**config.mk**
```make
export PLATFORM = sky130hd
export DESIGN_NAME = ctt_timer
export DESIGN_NICKNAME = d
export VERILOG_FILES = /design/src/inc/ctt_pkg.sv /design/src/core/ctt_timer.sv /design/src/core/ctt_half.sv
export VERILOG_INCLUDE_DIRS = /design/src /design/src/inc
export SDC_FILE = /design/constraint.sdc
export NUM_CORES = 1
export LEC_CHECK = 0
export BUFFER_PORTS_ARGS = -buffer_cell sky130_fd_sc_hd__buf_2
export CAP_MARGIN = 0
export CORE_ASPECT_RATIO = 1.75
export CORE_UTILIZATION = 40
export DETAILED_ROUTE_END_ITERATION = 8
export GPL_TIMING_DRIVEN = 0
export HOLD_SLACK_MARGIN = 0.06
export PLACE_DENSITY_LB_ADDON = 0.15
export SYNTH_ARGS = -nofsm -noshare
export SYNTH_HDL_FRONTEND = slang
export SYNTH_SLANG_ARGS = --single-unit
export TNS_END_PERCENT = 10
```
**constraint.sdc**
```tcl
create_clock -name MCLK_IN -period 7.6 [get_ports MCLK_IN]
set_input_delay 0.38 -clock MCLK_IN [delete_from_list [all_inputs] [get_ports MCLK_IN]]
set_output_delay 0.38 -clock MCLK_IN [all_outputs]
set_load 0.05 [all_outputs]
```
**src/inc/ctt_regs.svh**
```systemverilog
`ifndef CTT_REGS_SVH
`define CTT_REGS_SVH

// register byte offsets on the bus
`define CTT_OFF_CTRL   8'h00
`define CTT_OFF_STAT   8'h04
`define CTT_OFF_CNT    8'h08
`define CTT_OFF_CMP    8'h0c
`define CTT_OFF_IEN    8'h10
`define CTT_OFF_EDGE   8'h14

// reset values and counter maximum
`define CTT_CNT8_RST   8'h00
`define CTT_CMP_RST    16'hffff
`define CTT_REG8_RST   8'h00
`define CTT_CNT8_MAX   8'hff

// clock select codes (low two bits, msb set)
`define CTT_SEL_D32    2'h0
`define CTT_SEL_D16    2'h1
`define CTT_SEL_D4     2'h2
`define CTT_SEL_W4     2'h3

// prescaler end counts
`define CTT_D32_END    5'h1f
`define CTT_D16_END    4'hf
`define CTT_D4_END     2'h3
`define CTT_W4_END     2'h3

// event stretch in watch-clock cycles under the watch source
`define CTT_HOLD_W     2'h2

// bus responses
`define CTT_RESP_OK    2'h0
`define CTT_RESP_ERR   2'h2

`endif

```
**src/inc/ctt_pkg.sv**
```systemverilog
package ctt_pkg;

	typedef logic [7:0] ctt_cnt8_t;

	typedef struct packed {
		logic       lvl_u;
		logic [2:0] sel_u;
		logic       lvl_l;
		logic [2:0] sel_l;
	} ctt_ctrl_t;

	typedef struct packed {
		logic wrap_u;
		logic match_u;
		logic wie_u;
		logic mclr_u;
		logic wrap_l;
		logic match_l;
		logic wie_l;
		logic mclr_l;
	} ctt_stat_t;

	typedef enum logic [1:0] {
		CTT_W_IDLE = 2'b01,
		CTT_W_RESP = 2'b10
	} ctt_wst_t;

endpackage

```
**src/core/ctt_timer.sv**
```systemverilog
`include "ctt_regs.svh"

module ctt_timer
	import ctt_pkg::*;
(
	input  wire logic        MCLK_IN,
	input  wire logic        RST_N_IN,
	input  wire logic        WATCH_CLK_IN,
	input  wire logic        SUB_MODE_IN,
	input  wire logic        EVENT_IN,
	input  wire logic [7:0]  AXI_AWADDR_IN,
	input  wire logic        AXI_AWVALID_IN,
	output logic             AXI_AWREADY_OUT,
	input  wire logic [31:0] AXI_WDATA_IN,
	input  wire logic [3:0]  AXI_WSTRB_IN,
	input  wire logic        AXI_WVALID_IN,
	output logic             AXI_WREADY_OUT,
	output logic [1:0]       AXI_BRESP_OUT,
	output logic             AXI_BVALID_OUT,
	input  wire logic        AXI_BREADY_IN,
	input  wire logic [7:0]  AXI_ARADDR_IN,
	input  wire logic        AXI_ARVALID_IN,
	output logic             AXI_ARREADY_OUT,
	output logic [31:0]      AXI_RDATA_OUT,
	output logic [1:0]       AXI_RRESP_OUT,
	output logic             AXI_RVALID_OUT,
	input  wire logic        AXI_RREADY_IN,
	output logic             TOGGLE_UPPER_OUT,
	output logic             TOGGLE_LOWER_OUT,
	output logic             IRQ_UPPER_OUT,
	output logic             IRQ_LOWER_OUT
);

	// synchronisers and prescalers
	logic [2:0]  ev_sync_r;
	logic [2:0]  wk_sync_r;
	logic [1:0]  sub_sync_r;
	logic [4:0]  pre_r;
	logic [1:0]  wdiv_r;
	logic        sub;
	logic        ev_tick;
	logic        wk_rise;
	logic [3:0]  itk;

	// bus slave
	ctt_wst_t    wst_r;
	ctt_wst_t    wst_nxt;
	logic        aw_have_r;
	logic        w_have_r;
	logic        awready_r;
	logic        wready_r;
	logic        bvalid_r;
	logic [1:0]  bresp_r;
	logic        arready_r;
	logic        rvalid_r;
	logic [31:0] rdata_r;
	logic [1:0]  rresp_r;
	logic [7:0]  waddr_r;
	logic [31:0] wdata_r;
	logic [3:0]  wstrb_r;
	logic        aw_take;
	logic        w_take;
	logic        ar_take;
	logic        rvalid_nxt;
	logic        wr_do;
	logic [7:0]  waddr_a;
	logic [7:0]  raddr_a;
	logic        wr_hit;
	logic        rd_hit;
	logic [31:0] rd_mux;
	logic        ctrl_wr;
	logic        stat_wr;
	logic        stat_rd;
	logic [1:0]  cnt_wr;
	logic [1:0]  cmp_wr;
	ctt_ctrl_t   wctl;
	ctt_stat_t   wst_d;
	ctt_stat_t   stat_v;

	// software visible state
	ctt_ctrl_t   ctrl_r;
	logic [15:0] cmp_r;
	logic [1:0]  ien_r;
	logic        edge_r;
	logic [1:0]  mclr_r;
	logic [1:0]  wie_r;

	// per half (0 lower, 1 upper)
	logic        mode16;
	logic [1:0]  tick;
	logic [1:0]  own_w;
	logic [1:0]  w_src;
	logic [1:0]  inc;
	logic [1:0]  clr;
	logic [1:0]  ld;
	logic [1:0]  eq;
	logic [1:0]  mx;
	logic [1:0]  evm;
	logic [1:0]  evw;
	ctt_cnt8_t   cnt [2];
	logic [1:0]  hold_r [2];
	logic        hm_r [2];
	logic        hw_r [2];
	logic        flag_m_r [2];
	logic        flag_w_r [2];
	logic        arm_m_r [2];
	logic        arm_w_r [2];
	logic        tog_r [2];
	logic        irq_r [2];

	always_ff @(posedge MCLK_IN or negedge RST_N_IN) begin
		if (!RST_N_IN) begin
			ev_sync_r  <= 3'h0;
			wk_sync_r  <= 3'h0;
			sub_sync_r <= 2'h0;
			pre_r      <= 5'h00;
			wdiv_r     <= 2'h0;
		end else begin
			ev_sync_r  <= {ev_sync_r[1:0], EVENT_IN};
			wk_sync_r  <= {wk_sync_r[1:0], WATCH_CLK_IN};
			sub_sync_r <= {sub_sync_r[0], SUB_MODE_IN};
			pre_r      <= pre_r + 5'h01;
			wdiv_r     <= wk_rise ? wdiv_r + 2'h1 : wdiv_r;
		end
	end

	assign sub     = sub_sync_r[1];
	assign wk_rise = wk_sync_r[1] & ~wk_sync_r[2];
	// edge select 1 counts rising edges, 0 falling ones
	assign ev_tick = edge_r ? (ev_sync_r[1] & ~ev_sync_r[2]) :
		(~ev_sync_r[1] & ev_sync_r[2]);

	// low-power states stop every system-clock source
	assign itk[`CTT_SEL_D32] = ~sub & (pre_r == `CTT_D32_END);
	assign itk[`CTT_SEL_D16] = ~sub & (pre_r[3:0] == `CTT_D16_END);
	assign itk[`CTT_SEL_D4]  = ~sub & (pre_r[1:0] == `CTT_D4_END);
	assign itk[`CTT_SEL_W4]  = wk_rise & (wdiv_r == `CTT_W4_END);

	assign mode16 = ~ctrl_r.sel_u[2];

	// ---- bus slave ----
	assign aw_take = AXI_AWVALID_IN & awready_r;
	assign w_take  = AXI_WVALID_IN & wready_r;
	assign ar_take = AXI_ARVALID_IN & arready_r;
	assign wr_do   = (wst_r == CTT_W_IDLE) & aw_have_r & w_have_r;
	assign wst_nxt = wr_do ? CTT_W_RESP :
		(wst_r == CTT_W_RESP && AXI_BREADY_IN) ? CTT_W_IDLE : wst_r;
	assign rvalid_nxt = ar_take | (rvalid_r & ~AXI_RREADY_IN);

	assign waddr_a = {waddr_r[7:2], 2'h0};
	assign raddr_a = {AXI_ARADDR_IN[7:2], 2'h0};
	assign wctl    = ctt_ctrl_t'(wdata_r[7:0]);
	assign wst_d   = ctt_stat_t'(wdata_r[7:0]);
	assign ctrl_wr = wr_do & (waddr_a == `CTT_OFF_CTRL) & wstrb_r[0];
	assign stat_wr = wr_do & (waddr_a == `CTT_OFF_STAT) & wstrb_r[0];
	assign stat_rd = ar_take & (raddr_a == `CTT_OFF_STAT);
	assign cnt_wr  = {2{wr_do & (waddr_a == `CTT_OFF_CNT)}} & wstrb_r[1:0];
	assign cmp_wr  = {2{wr_do & (waddr_a == `CTT_OFF_CMP)}} & wstrb_r[1:0];
	assign wr_hit  = (waddr_a == `CTT_OFF_CTRL) | (waddr_a == `CTT_OFF_STAT) |
		(waddr_a == `CTT_OFF_CNT) | (waddr_a == `CTT_OFF_CMP) |
		(waddr_a == `CTT_OFF_IEN) | (waddr_a == `CTT_OFF_EDGE);

	assign stat_v = '{wrap_u: flag_w_r[1], match_u: flag_m_r[1],
		wie_u: wie_r[1], mclr_u: mclr_r[1], wrap_l: flag_w_r[0],
		match_l: flag_m_r[0], wie_l: wie_r[0], mclr_l: mclr_r[0]};

	// a watch-source count read may be one count off the true value
	assign rd_hit = (raddr_a == `CTT_OFF_CTRL) | (raddr_a == `CTT_OFF_STAT) |
		(raddr_a == `CTT_OFF_CNT) | (raddr_a == `CTT_OFF_CMP) |
		(raddr_a == `CTT_OFF_IEN) | (raddr_a == `CTT_OFF_EDGE);
	assign rd_mux =
		(raddr_a == `CTT_OFF_CTRL) ? {24'h0, ctrl_r} :
		(raddr_a == `CTT_OFF_STAT) ? {24'h0, stat_v} :
		(raddr_a == `CTT_OFF_CNT)  ? {16'h0, cnt[1], cnt[0]} :
		(raddr_a == `CTT_OFF_CMP)  ? {16'h0, cmp_r} :
		(raddr_a == `CTT_OFF_IEN)  ? {30'h0, ien_r} :
		(raddr_a == `CTT_OFF_EDGE) ? {31'h0, edge_r} : 32'h0;

	always_ff @(posedge MCLK_IN or negedge RST_N_IN) begin
		if (!RST_N_IN) begin
			wst_r     <= CTT_W_IDLE;
			aw_have_r <= 1'b0;
			w_have_r  <= 1'b0;
			awready_r <= 1'b0;
			wready_r  <= 1'b0;
			bvalid_r  <= 1'b0;
			bresp_r   <= `CTT_RESP_OK;
			waddr_r   <= 8'h00;
			wdata_r   <= 32'h0;
			wstrb_r   <= 4'h0;
		end else begin
			wst_r     <= wst_nxt;
			aw_have_r <= (aw_have_r | aw_take) & ~wr_do;
			w_have_r  <= (w_have_r | w_take) & ~wr_do;
			awready_r <= (wst_nxt == CTT_W_IDLE) & ~(aw_have_r | aw_take);
			wready_r  <= (wst_nxt == CTT_W_IDLE) & ~(w_have_r | w_take);
			bvalid_r  <= wst_nxt == CTT_W_RESP;
			bresp_r   <= wr_do ? (wr_hit ? `CTT_RESP_OK : `CTT_RESP_ERR) :
				bresp_r;
			waddr_r   <= aw_take ? AXI_AWADDR_IN : waddr_r;
			wdata_r   <= w_take ? AXI_WDATA_IN : wdata_r;
			wstrb_r   <= w_take ? AXI_WSTRB_IN : wstrb_r;
		end
	end

	always_ff @(posedge MCLK_IN or negedge RST_N_IN) begin
		if (!RST_N_IN) begin
			arready_r <= 1'b0;
			rvalid_r  <= 1'b0;
			rdata_r   <= 32'h0;
			rresp_r   <= `CTT_RESP_OK;
		end else begin
			arready_r <= ~rvalid_nxt;
			rvalid_r  <= rvalid_nxt;
			rdata_r   <= ar_take ? rd_mux : rdata_r;
			rresp_r   <= ar_take ? (rd_hit ? `CTT_RESP_OK : `CTT_RESP_ERR) :
				rresp_r;
		end
	end

	always_ff @(posedge MCLK_IN or negedge RST_N_IN) begin
		if (!RST_N_IN) begin
			ctrl_r <= ctt_ctrl_t'(`CTT_REG8_RST);
			cmp_r  <= `CTT_CMP_RST;
			ien_r  <= 2'h0;
			edge_r <= 1'b0;
			mclr_r <= 2'h0;
			wie_r  <= 2'h0;
		end else begin
			ctrl_r <= ctrl_wr ? wctl : ctrl_r;
			cmp_r[7:0]  <= cmp_wr[0] ? wdata_r[7:0] : cmp_r[7:0];
			cmp_r[15:8] <= cmp_wr[1] ? wdata_r[15:8] : cmp_r[15:8];
			if (wr_do && waddr_a == `CTT_OFF_IEN && wstrb_r[0]) begin
				ien_r <= wdata_r[1:0];
			end
			if (wr_do && waddr_a == `CTT_OFF_EDGE && wstrb_r[0]) begin
				edge_r <= wdata_r[0];
			end
			if (stat_wr) begin
				mclr_r <= {wst_d.mclr_u, wst_d.mclr_l};
				wie_r  <= {wst_d.wie_u, wst_d.wie_l};
			end
		end
	end

	// ---- counting and events ----
	// in 16-bit mode the upper half follows the lower source
	assign w_src[0] = own_w[0];
	assign w_src[1] = mode16 ? own_w[0] : own_w[1];
	assign inc[0]   = tick[0];
	assign inc[1]   = mode16 ? tick[0] & mx[0] : tick[1];

	// a match is signalled on the tick that leaves the matching value
	assign evm[0] = tick[0] & eq[0] & ~cmp_wr[0];
	assign evm[1] = mode16 ?
		tick[0] & eq[0] & eq[1] & ~(|cmp_wr) :
		tick[1] & eq[1] & ~cmp_wr[1];
	assign evw[0] = tick[0] & mx[0] & ~ld[0];
	assign evw[1] = mode16 ?
		tick[0] & mx[0] & mx[1] & ~(|ld) :
		tick[1] & mx[1] & ~ld[1];
	assign clr[0] = mode16 ? evm[1] & mclr_r[1] : evm[0] & mclr_r[0];
	assign clr[1] = evm[1] & mclr_r[1];

	for (genvar h = 0; h < 2; h++) begin : g_half
		wire logic [2:0] sel = (h == 1) ? ctrl_r.sel_u : ctrl_r.sel_l;
		wire logic lvl_new   = (h == 1) ? wctl.lvl_u : wctl.lvl_l;
		wire logic wd_m      = (h == 1) ? wst_d.match_u : wst_d.match_l;
		wire logic wd_w      = (h == 1) ? wst_d.wrap_u : wst_d.wrap_l;
		wire logic evx       = (evm[h] | evw[h]) & w_src[h];
		wire logic hon       = hold_r[h] != 2'h0;
		wire logic set_m     = evm[h] | (hon & hm_r[h]);
		wire logic set_w     = evw[h] | (hon & hw_r[h]);
		wire logic first_w   = hold_r[h] == `CTT_HOLD_W;
		wire logic iwin_m    = evm[h] | (first_w & hm_r[h]);
		wire logic iwin_w    = evw[h] | (first_w & hw_r[h]);
		wire logic clr_m     = stat_wr & ~wd_m & arm_m_r[h];
		wire logic clr_w     = stat_wr & ~wd_w & arm_w_r[h];
		wire logic fm_nxt    = set_m | (flag_m_r[h] & ~clr_m);
		wire logic fw_nxt    = set_w | (flag_w_r[h] & ~clr_w);

		// only the lower half can take the event pin
		assign tick[h]  = sel[2] ? itk[sel[1:0]] : (h == 0) & ev_tick;
		assign own_w[h] = sel[2] & (sel[1:0] == `CTT_SEL_W4) & ~sub;
		// watch-source writes in active mode would race the sync stage
		assign ld[h]    = cnt_wr[h] & ~w_src[h];

		ctt_half u_half (
			.clk_in     (MCLK_IN),
			.rst_n_in   (RST_N_IN),
			.inc_in     (inc[h]),
			.clr_in     (clr[h]),
			.ld_in      (ld[h]),
			.ld_data_in (wdata_r[h*8 +: 8]),
			.cmp_in     (cmp_r[h*8 +: 8]),
			.cnt_out    (cnt[h]),
			.max_out    (mx[h]),
			.eq_out     (eq[h])
		);

		always_ff @(posedge MCLK_IN or negedge RST_N_IN) begin
			if (!RST_N_IN) begin
				hold_r[h]   <= 2'h0;
				hm_r[h]     <= 1'b0;
				hw_r[h]     <= 1'b0;
				flag_m_r[h] <= 1'b0;
				flag_w_r[h] <= 1'b0;
				arm_m_r[h]  <= 1'b0;
				arm_w_r[h]  <= 1'b0;
				tog_r[h]    <= 1'b0;
				irq_r[h]    <= 1'b0;
			end else begin
				hold_r[h]   <= evx ? `CTT_HOLD_W :
					(hon && wk_rise) ? hold_r[h] - 2'h1 : hold_r[h];
				hm_r[h]     <= evx ? evm[h] : hm_r[h];
				hw_r[h]     <= evx ? evw[h] : hw_r[h];
				flag_m_r[h] <= fm_nxt;
				flag_w_r[h] <= fw_nxt;
				arm_m_r[h]  <= stat_rd ? flag_m_r[h] : arm_m_r[h] & fm_nxt;
				arm_w_r[h]  <= stat_rd ? flag_w_r[h] : arm_w_r[h] & fw_nxt;
				tog_r[h]    <= ctrl_wr ? lvl_new :
					(evm[h] && ien_r[h]) ? ~tog_r[h] : tog_r[h];
				irq_r[h]    <= ien_r[h] & (iwin_m | (iwin_w & wie_r[h]));
			end
		end
	end

	assign AXI_AWREADY_OUT  = awready_r;
	assign AXI_WREADY_OUT   = wready_r;
	assign AXI_BVALID_OUT   = bvalid_r;
	assign AXI_BRESP_OUT    = bresp_r;
	assign AXI_ARREADY_OUT  = arready_r;
	assign AXI_RVALID_OUT   = rvalid_r;
	assign AXI_RDATA_OUT    = rdata_r;
	assign AXI_RRESP_OUT    = rresp_r;
	// the lower pin is not meaningful in 16-bit mode; use it as a port
	assign TOGGLE_UPPER_OUT = tog_r[1];
	assign TOGGLE_LOWER_OUT = tog_r[0];
	assign IRQ_UPPER_OUT    = irq_r[1];
	assign IRQ_LOWER_OUT    = irq_r[0];

	a_match_sets_flag: assert property (
		@(posedge MCLK_IN) disable iff (!RST_N_IN)
		evm[1] |=> flag_m_r[1] ##1 (flag_m_r[1] || $past(stat_wr)))
		else $error("upper match flag not set");

	a_lower_wrap_flag: assert property (
		@(posedge MCLK_IN) disable iff (!RST_N_IN)
		mode16 && tick[0] && mx[0] && !ld[0] |=> flag_w_r[0])
		else $error("lower wrap flag missed in 16-bit mode");

	a_clear_whole16: assert property (
		@(posedge MCLK_IN) disable iff (!RST_N_IN)
		mode16 && evm[1] && mclr_r[1] && ld == 2'h0
		|=> cnt[0] == 8'h00 && cnt[1] == 8'h00)
		else $error("16-bit clear on match failed");

	a_match_toggles: assert property (
		@(posedge MCLK_IN) disable iff (!RST_N_IN)
		!ctrl_wr && evm[0] && ien_r[0] |=> tog_r[0] != $past(tog_r[0]))
		else $error("toggle pin did not invert");

	a_write_level_wins: assert property (
		@(posedge MCLK_IN) disable iff (!RST_N_IN)
		ctrl_wr |=> TOGGLE_UPPER_OUT == ctrl_r.lvl_u
			&& TOGGLE_LOWER_OUT == ctrl_r.lvl_l)
		else $error("written level not driven");

	a_cmp_write_cancel: assert property (
		@(posedge MCLK_IN) disable iff (!RST_N_IN)
		!mode16 && cmp_wr[0] && tick[0] && eq[0] && !flag_m_r[0]
			&& hold_r[0] == 2'h0 |=> !flag_m_r[0])
		else $error("match not cancelled by compare write");

	a_sub_mode_stops: assert property (
		@(posedge MCLK_IN) disable iff (!RST_N_IN)
		sub && ctrl_r.sel_l[2] && ctrl_r.sel_l[1:0] != `CTT_SEL_W4
			&& !cnt_wr[0] && !clr[0] |=> $stable(cnt[0]))
		else $error("counter ran on a stopped source");

	a_stretch_resets: assert property (
		@(posedge MCLK_IN) disable iff (!RST_N_IN)
		hold_r[1] != 2'h0 && hm_r[1] |=> flag_m_r[1])
		else $error("flag cleared during stretch");

	a_watch_blocks_wr: assert property (
		@(posedge MCLK_IN) disable iff (!RST_N_IN)
		cnt_wr[0] && w_src[0] && !inc[0] && !clr[0] |=> $stable(cnt[0]))
		else $error("counter write took effect on watch source");

endmodule // ctt_timer

```
**src/core/ctt_half.sv**
```systemverilog
`include "ctt_regs.svh"

module ctt_half
	import ctt_pkg::*;
(
	input  wire logic      clk_in,
	input  wire logic      rst_n_in,
	input  wire logic      inc_in,
	input  wire logic      clr_in,
	input  wire logic      ld_in,
	input  wire ctt_cnt8_t ld_data_in,
	input  wire ctt_cnt8_t cmp_in,
	output ctt_cnt8_t      cnt_out,
	output logic           max_out,
	output logic           eq_out
);

	ctt_cnt8_t cnt_r;
	ctt_cnt8_t cnt_nxt;

	// a software load beats a clear, a clear beats an increment
	assign cnt_nxt = ld_in ? ld_data_in :
		clr_in ? `CTT_CNT8_RST :
		inc_in ? cnt_r + 8'h01 : cnt_r;

	always_ff @(posedge clk_in or negedge rst_n_in) begin
		if (!rst_n_in) begin
			cnt_r <= `CTT_CNT8_RST;
		end else begin
			cnt_r <= cnt_nxt;
		end
	end

	assign cnt_out = cnt_r;
	assign max_out = cnt_r == `CTT_CNT8_MAX;
	assign eq_out  = cnt_r == cmp_in;

	a_load_wins: assert property (
		@(posedge clk_in) disable iff (!rst_n_in)
		ld_in |=> cnt_r == $past(ld_data_in))
		else $error("counter load lost");

	a_wrap_to_zero: assert property (
		@(posedge clk_in) disable iff (!rst_n_in)
		inc_in && max_out && !ld_in && !clr_in |=> cnt_r == 8'h00)
		else $error("counter did not wrap to zero");

endmodule // ctt_half

```
; Word-level counts from Yosys, hierarchy flattened
; Cells that the tools add are included.
[totals]
input_bits = 62
wordCells = 276
n_memories = 0
mem_bits_rw = 0
latch_bits = 0
reg_bits = 153
rom_bits = 0
[op_classes]
n_eq_ne = 26
muxes = 40
n_div = 0
order_cmp = 2
n_mul = 0
n_shift = 0
add_sub_neg = 6
reduce_logical = 21
n_bitwise = 132
[op_table]
columns = cell, n
row1 = $and 1x1->1, 74
row2 = $mux 16, 4
row3 = $mux 8, 6
row4 = $or 1x1->1, 29
row5 = $not 1->1, 27
row6 = $eq 6x2->1 const B, 4
row7 = $eq 6x3->1 const B, 4
row8 = $mux 1, 19
row9 = $mux 2, 9
row10 = $add 8x1->8 const B, 2
row11 = $eq 2x2->1 const B, 8
row12 = $eq 8x8->1, 2
row13 = $eq 8x8->1 const B, 2
row14 = $logic_not 8->1, 2
row15 = $eq 6x1->1 const B, 2
row16 = $reduce_bool 2->1, 6
row17 = $logic_and 1x1->1, 9
row18 = $lt 2x3->1 const B, 2
row19 = $reduce_bool 3->1, 2
row20 = $add 5x1->5 const B, 1
row21 = $eq 5x5->1 const B, 1
row22 = $and 2x2->2, 2
row23 = $bmux 1 s2, 2
row24 = $eq 2x1->1 const B, 2
row25 = other kinds (4), 6

; Depth between registers and ports, before layout
[logic_depth]
word_depth = 14
ltp_mapped = 11
ltp_nobuf = 10

; Hierarchy
; Synthesis repeated with hierarchy kept, for this count alone.
[unflattened]
cells_unflattened = 562
hier_area_um2 = 6488.7
[modules_own_cells]
columns = module, cells_each, area_each_um2, n_inst
row1 = ctt_timer, 448, 5380.2, 1
row2 = ctt_half, 57, 554.3, 2

; Worst setup path before layout
; OpenSTA, ideal clock, no wires.
[synth_timing]
path_kind = register to register
from = register pre_r[0]
to = register arm_m_r[0] (netlist name)
n_path_buf = 0
path_stages_with_launch = 11
arrival_time_ns = 2.299
setup_slack_ns = 5.181
cell_sequence = dfrtp_1 ha_1 and3_2 ha_1 mux2_2 a21oi_2 nor3_4 a41o_1 nand2_1 o221ai_1 a31o_2
[synth_via]
elab_chain_len = 13
elab_cells_between_ends = 22
classes_between = eq/ne (3) / mux (8) / bitwise (11)
[synth_lines]
columns = item, line
row1 = "start, declared", ctt_timer.sv:38  ; logic [4:0] pre_r;
row2 = "start signal, assigned", ctt_timer.sv:122  ; pre_r <= pre_r + 5'h01;
row3 = $eq 5x5->1 (no line) (tied with other cells), n/a
row4 = $and 1x1->1 (on tied branches), "ctt_timer.sv:134, ctt_timer.sv:135, ctt_timer.sv:136"
row5 = $bmux 1 s2, ctt_timer.sv:283  ; assign tick[h] = sel[2] ? itk[sel[1:0]] : (h == 0) & ev_tick;
row6 = $mux 1 (implied by the code), ctt_timer.sv:283
row7 = $mux 1, ctt_timer.sv:283
row8 = $and 1x1->1 (3 in series), ctt_timer.sv:256  ; tick[0] & eq[0] & eq[1] & ~(|cmp_wr) :
row9 = $mux 1 (*), ctt_timer.sv:255  ; assign evm[1] = mode16 ?
row10 = $or 1x1->1 (*), ctt_timer.sv:272  ; wire logic set_m = evm[h] | (hon & hm_r[h]);
row11 = $or 1x1->1 (*), ctt_timer.sv:279  ; wire logic fm_nxt = set_m | (flag_m_r[h] & ~clr_m);
row12 = via g_half[1].fm_nxt, ctt_timer.sv:279
row13 = $and 1x1->1 (*), ctt_timer.sv:319  ; arm_m_r[h] <= stat_rd ? flag_m_r[h] : arm_m_r[h] & fm_nxt;
row14 = $mux 1 (*), ctt_timer.sv:319
row15 = "end signal, assigned by index", ctt_timer.sv:319
row16 = "end, declared", ctt_timer.sv:106  ; logic arm_m_r [2];
; The timed path passes the listed nets; every way through them passes the cells marked *. The select of a mux whose other input is x is not followed.
; A chain may end at the register's enable or synchronous reset.

; Worst setup path after layout
[layout_timing]
from = register pre_r[0]
to = register g_half[1].u_half.cnt_r[6]
[layout_via]
elab_chain_len = 12
elab_cells_between_ends = 24
classes_between = eq/ne (3) / mux (10) / bitwise (10) / reduce/logical (1)
[layout_lines]
columns = item, line
row1 = $eq 5x5->1 (no line) (tied with other cells), n/a
row2 = $and 1x1->1 (on tied branches), "ctt_timer.sv:134, ctt_timer.sv:135, ctt_timer.sv:136"
row3 = $bmux 1 s2, ctt_timer.sv:283
row4 = $mux 1 (implied by the code), ctt_timer.sv:283
row5 = $mux 1, ctt_timer.sv:283
row6 = $and 1x1->1 (3 in series), ctt_timer.sv:256
row7 = $mux 1, ctt_timer.sv:255
row8 = $and 1x1->1, ctt_timer.sv:263  ; assign clr[1] = evm[1] & mclr_r[1];
row9 = $mux 8, ctt_half.sv:23  ; clr_in ? `CTT_CNT8_RST :
row10 = $mux 8, ctt_half.sv:22  ; assign cnt_nxt = ld_in ? ld_data_in :
row11 = "end signal, assigned", ctt_half.sv:28  ; cnt_r <= `CTT_CNT8_RST;
row12 = "end signal, assigned", ctt_half.sv:30  ; cnt_r <= cnt_nxt;
row13 = "end, declared", ctt_half.sv:18  ; ctt_cnt8_t cnt_r;
; Parallel ways exist; a longest one is shown, timed or not. The select of a mux whose other input is x is not followed.

==> metrics.md <==
| Metric | Value |
|---|---|
| Status | complete, but fails checks |
| Failing checks | design-rule violations |
| Number of global-route vias before repair | 5016 |
| Max rail drop VDD | 0.141 mV |
| PD cells | 317 nW/um^2 |
| Clock Sinks | 133 |
| Rel. slew slack | 0.432 |
| Number of diodes | 0 |
| Comb power frac | 0.233 |
| Grt total ovfl | 0 |
| Ports | 107 |
| Total power | 2.44 mW |
| Syn Area/Cell | 10.9 um^2 |
| Core area | 15900 um^2 |
| CTS hold repair buffers | 1 |
| # Post-CTS Setup Buffers | 0 |
| Routed Antenna Nets | 0 |
| Crit-path slowest cell | o31ai_2 |
| Initial Util | 0.409 |
| Final slew viol count | 0 |
| Async S/R FF share, synth | 1.00 |
| Number of distinct library cells after synthesis | 66 |
| CP max FO | 10 |
| Fin nets | 769 |
| Crit path cell chain | ha_1, and3_2, ha_1, mux2_2, a21oi_2, nor3_4, nand3_4, o31ai_2, a21oi_1, a21oi_1 |
| Die Wd | 98.3 um |
| Post-Layout Inst Area | 7710 um^2 |
| Syn. warnings | 0 |
| DR pass1 iterations | 6 |
| Largest net degree at the start of global routing | 74 |
| Synthesized area | 6490 um^2 |
| Worst setup path category | reg -> reg |
| Buf/Inv on CP | 0 |
| Sequential-to-total area share from yosys stat | 0.516 |
| First-pass GRT wire length | 25900 um |
| PostCTS Resize Cnt | 0 |
| Initial DRC count | 285 |
| Setup violators final | 0 |
| Crit end category | flop |
| Worst-margin pin slew | 0.846 ns |
| CP delay by family, top | compound AO/OA/AOI/OAI gates |
| Max Clock Freq | 353 MHz |
| Vias | 4843 |
| Clock-pin transition on the worst setup and hold timing paths | 0.05 ns |
| Switching share of power | 0.346 |
| FP Rows | 61 |
| CTS tree | done |
| CP arrival | 3.16 ns |
| P_sw | 0.846 mW |
| Leakage power | 3.54 nW |
| Clock period minus worst slack | 2.84 ns |
| Crit start category | flop |
| DIE HEIGHT | 170 um |
| Maximum buffer depth of the clock tree | 2 |
| Tcrit/Tclk final | 0.373 |
| Share of layout cells above drive strength 1 | 0.282 |
| Port bufs | 65 |
| TritonCTS Buffers | 17 |
| Area grow syn2layout | 18.9% |
| Max_cap viols | 0 |
| Count of final hold-check violations | 0 |
| Drc violations | 6 |
| Average routed wire per standard cell | 18.0 um |
| Finished Core Util | 0.486 |
| Dpl hpwl | 12400 um |
| Post-Synthesis Cells | 595 |
| CP required | 7.92 ns |
| Final Routed Wirelength | 16200 um |
| Antenna violations before repair | 0 |
| Clock Tree Root | clkbuf_16 |
| Placer congestion estimate | 0.824 |
| Clk_skew | 0.0204 ns |
| Global Route Usage Sum | 0.203 |
| EDFF count, synth | 0 |
| Worst hold path class | in -> reg |
| Die area | 16800 um^2 |
| Clock H-tree levels | 4 |
| Skew-Pair Late Insertion Delay | 0.42 ns |
| Main synth FF type | dfrtp_1 |
| Area after DPL | 7150 um^2 |
| Clock share of power | 0.316 |
| Crit path largest cell delay | 0.60 ns |
| Unrepaired setup endpoints after global routing | false |
| Flops & latches, synth | 133 |
| Internal power | 1.60 mW |
| DR vias/cell | 5.39 |
| Sequential share of power | 0.451 |
| Setup TNS | 0 ns |
==> registers in the layout, summed over array words and instances, names as in the netlist, 3 cells and up <==
| name | cells |
|---|---|
| waddr_r | 6 |
| cmp_r | 16 |
| wk_sync_r | 3 |
| wdata_r | 16 |
| ev_sync_r | 3 |
| g_half.sel | 6 |
| pre_r | 5 |
| hold_r | 4 |
| g_half.u_half.cnt_out | 16 |
| AXI_RDATA_OUT | 16 |
==> worst paths after layout <==
path                         startpoint                     endpoint  slack (ns)  cells past startpoint
setup reg to reg               pre_r[0]  g_half[1].u_half.cnt_out[6]        4.76                     10
setup / recovery               pre_r[0]  g_half[1].u_half.cnt_out[6]        4.76                     10
hold reg to reg            wk_sync_r[0]                 wk_sync_r[1]        0.35                      0
min in group asynchronous      RST_N_IN                   wdata_r[3]        0.51                      2
max in group asynchronous      RST_N_IN                    cmp_r[15]        6.27                      3
hold / removal             WATCH_CLK_IN                 wk_sync_r[0]        0.07                      1
==> metrics by stage <==
step / setup WS, ns / hold slack [ns] / instances
2_1_floorplan: 5.18 / 0.0844 / 612
3_3_place_gp: 4.39 / 0.333 / 866
3_5_place_dp: 4.76 / 0.335 / 867
4_1_cts: 4.75 / 0.0641 / 899
5_1_grt: 4.51 / 0.0630 / 899
6_report: 4.76 / 0.0688 / 899
==> cells in the mapped netlist, types with 3 or more instances <==
cell type | count | area (um^2)
inv_1 | 24 | 90.1
o21ai_0 | 33 | 165
mux2i_1 | 12 | 120
and2_1 | 4 | 25.0
xor2_1 | 10 | 87.6
xnor2_1 | 15 | 131
o22ai_1 | 3 | 18.8
a21o_1 | 9 | 67.6
nor3_1 | 7 | 35.0
and3_1 | 3 | 18.8
mux2_2 | 51 | 574
nor2b_1 | 7 | 43.8
dfrtp_1 | 116 | 2900
nand3b_1 | 3 | 22.5
ha_1 | 9 | 113
nand3_1 | 9 | 45.0
or3_1 | 4 | 25.0
dfstp_2 | 17 | 447
and4b_1 | 3 | 30.0
o221ai_1 | 3 | 26.3
nor4_1 | 3 | 18.8
a22oi_1 | 6 | 45.0
a31oi_1 | 4 | 25.0
nor2_1 | 23 | 86.3
buf_4 | 19 | 143
nand4_1 | 10 | 62.6
o31ai_1 | 12 | 90.1
a21oi_1 | 25 | 125
nor3b_1 | 5 | 37.5
a211oi_1 | 8 | 60.1
nand2_1 | 75 | 282
a221oi_1 | 7 | 61.3
nand2b_1 | 4 | 25.0
clkbuf_1 | 15 | 56.3
==> cell usage in the layout (no fill, tap or decap), drive strengths merged, types with 4 or more instances in the layout <==
cell      synthesis  final
mux2i            12     12
a211oi            8      8
buf              21     87
a22oi             6      6
xnor2            15     15
nor2             23     23
nand3            11     11
clkbuf           15     37
a221oi            7      7
mux2             51     51
nand2b            4      4
nor2b             7      7
a21o              9      9
ha                9      9
dfstp            17     17
inv              24     24
a31oi             5      5
a21oi            26     26
nor3b             5      5
conb              1     18
or3               4      4
clkinv            0      4
nor3             10     10
xor2             10     10
and2              4      4
o21ai            34     34
o31ai            13     13
nand2            75     75
nand4            11     11
nor4              4      4
clkinvlp          0      4
and3              4      4
dfrtp           116    116
==> area by class of cell <==
cell class              instances  area [um^2]
clock buffers                  22          474
repair buffers                 67          369
flip-flops and latches        133         3350
multi-input cells             419         2900
fillers                      1488         8160
plain buffers                  36          209
well taps                     189          236
clock inverters                 9         80.1
inverters                      24         90.1
==> power by group through the flow <==
stage	combinational, mW	clock, mW	sequential (mW)
3_3_place_gp	0.553	0	1.11
2_1_floorplan	0.371	0	1.10
4_1_cts	0.574	0.788	1.11
3_5_place_dp	0.571	0	1.12
6_report	0.569	0.774	1.10
5_1_grt	0.621	0.819	1.13
==> layer usage <==
layer / GRT usage / wire (um) / vias up
met2: 0.392 / 9110 / 122
li1: - / - / 2301
met4: 0.113 / 697 / 0
met5: 0 / 0 / -
met1: 0.201 / 5880 / 2381
met3: 0.0349 / 532 / 39
==> cell families after synthesis <==
| family | count (synthesis) | share of synthesized area |
|---|---|---|
| AND/OR/NAND/NOR | 177 | 0.146 |
| XOR/XNOR | 25 | 0.0338 |
| buffers and inverters | 60 | 0.0461 |
| AO/OA/AOI/OAI | 126 | 0.129 |
| flip-flops | 133 | 0.516 |
| multiplexers | 64 | 0.111 |
| adder cells (fa/ha/maj) | 9 | 0.0174 |
| other | 1 | 0.000578 |
No activity file was read; power rests on OpenSTA's default activity.
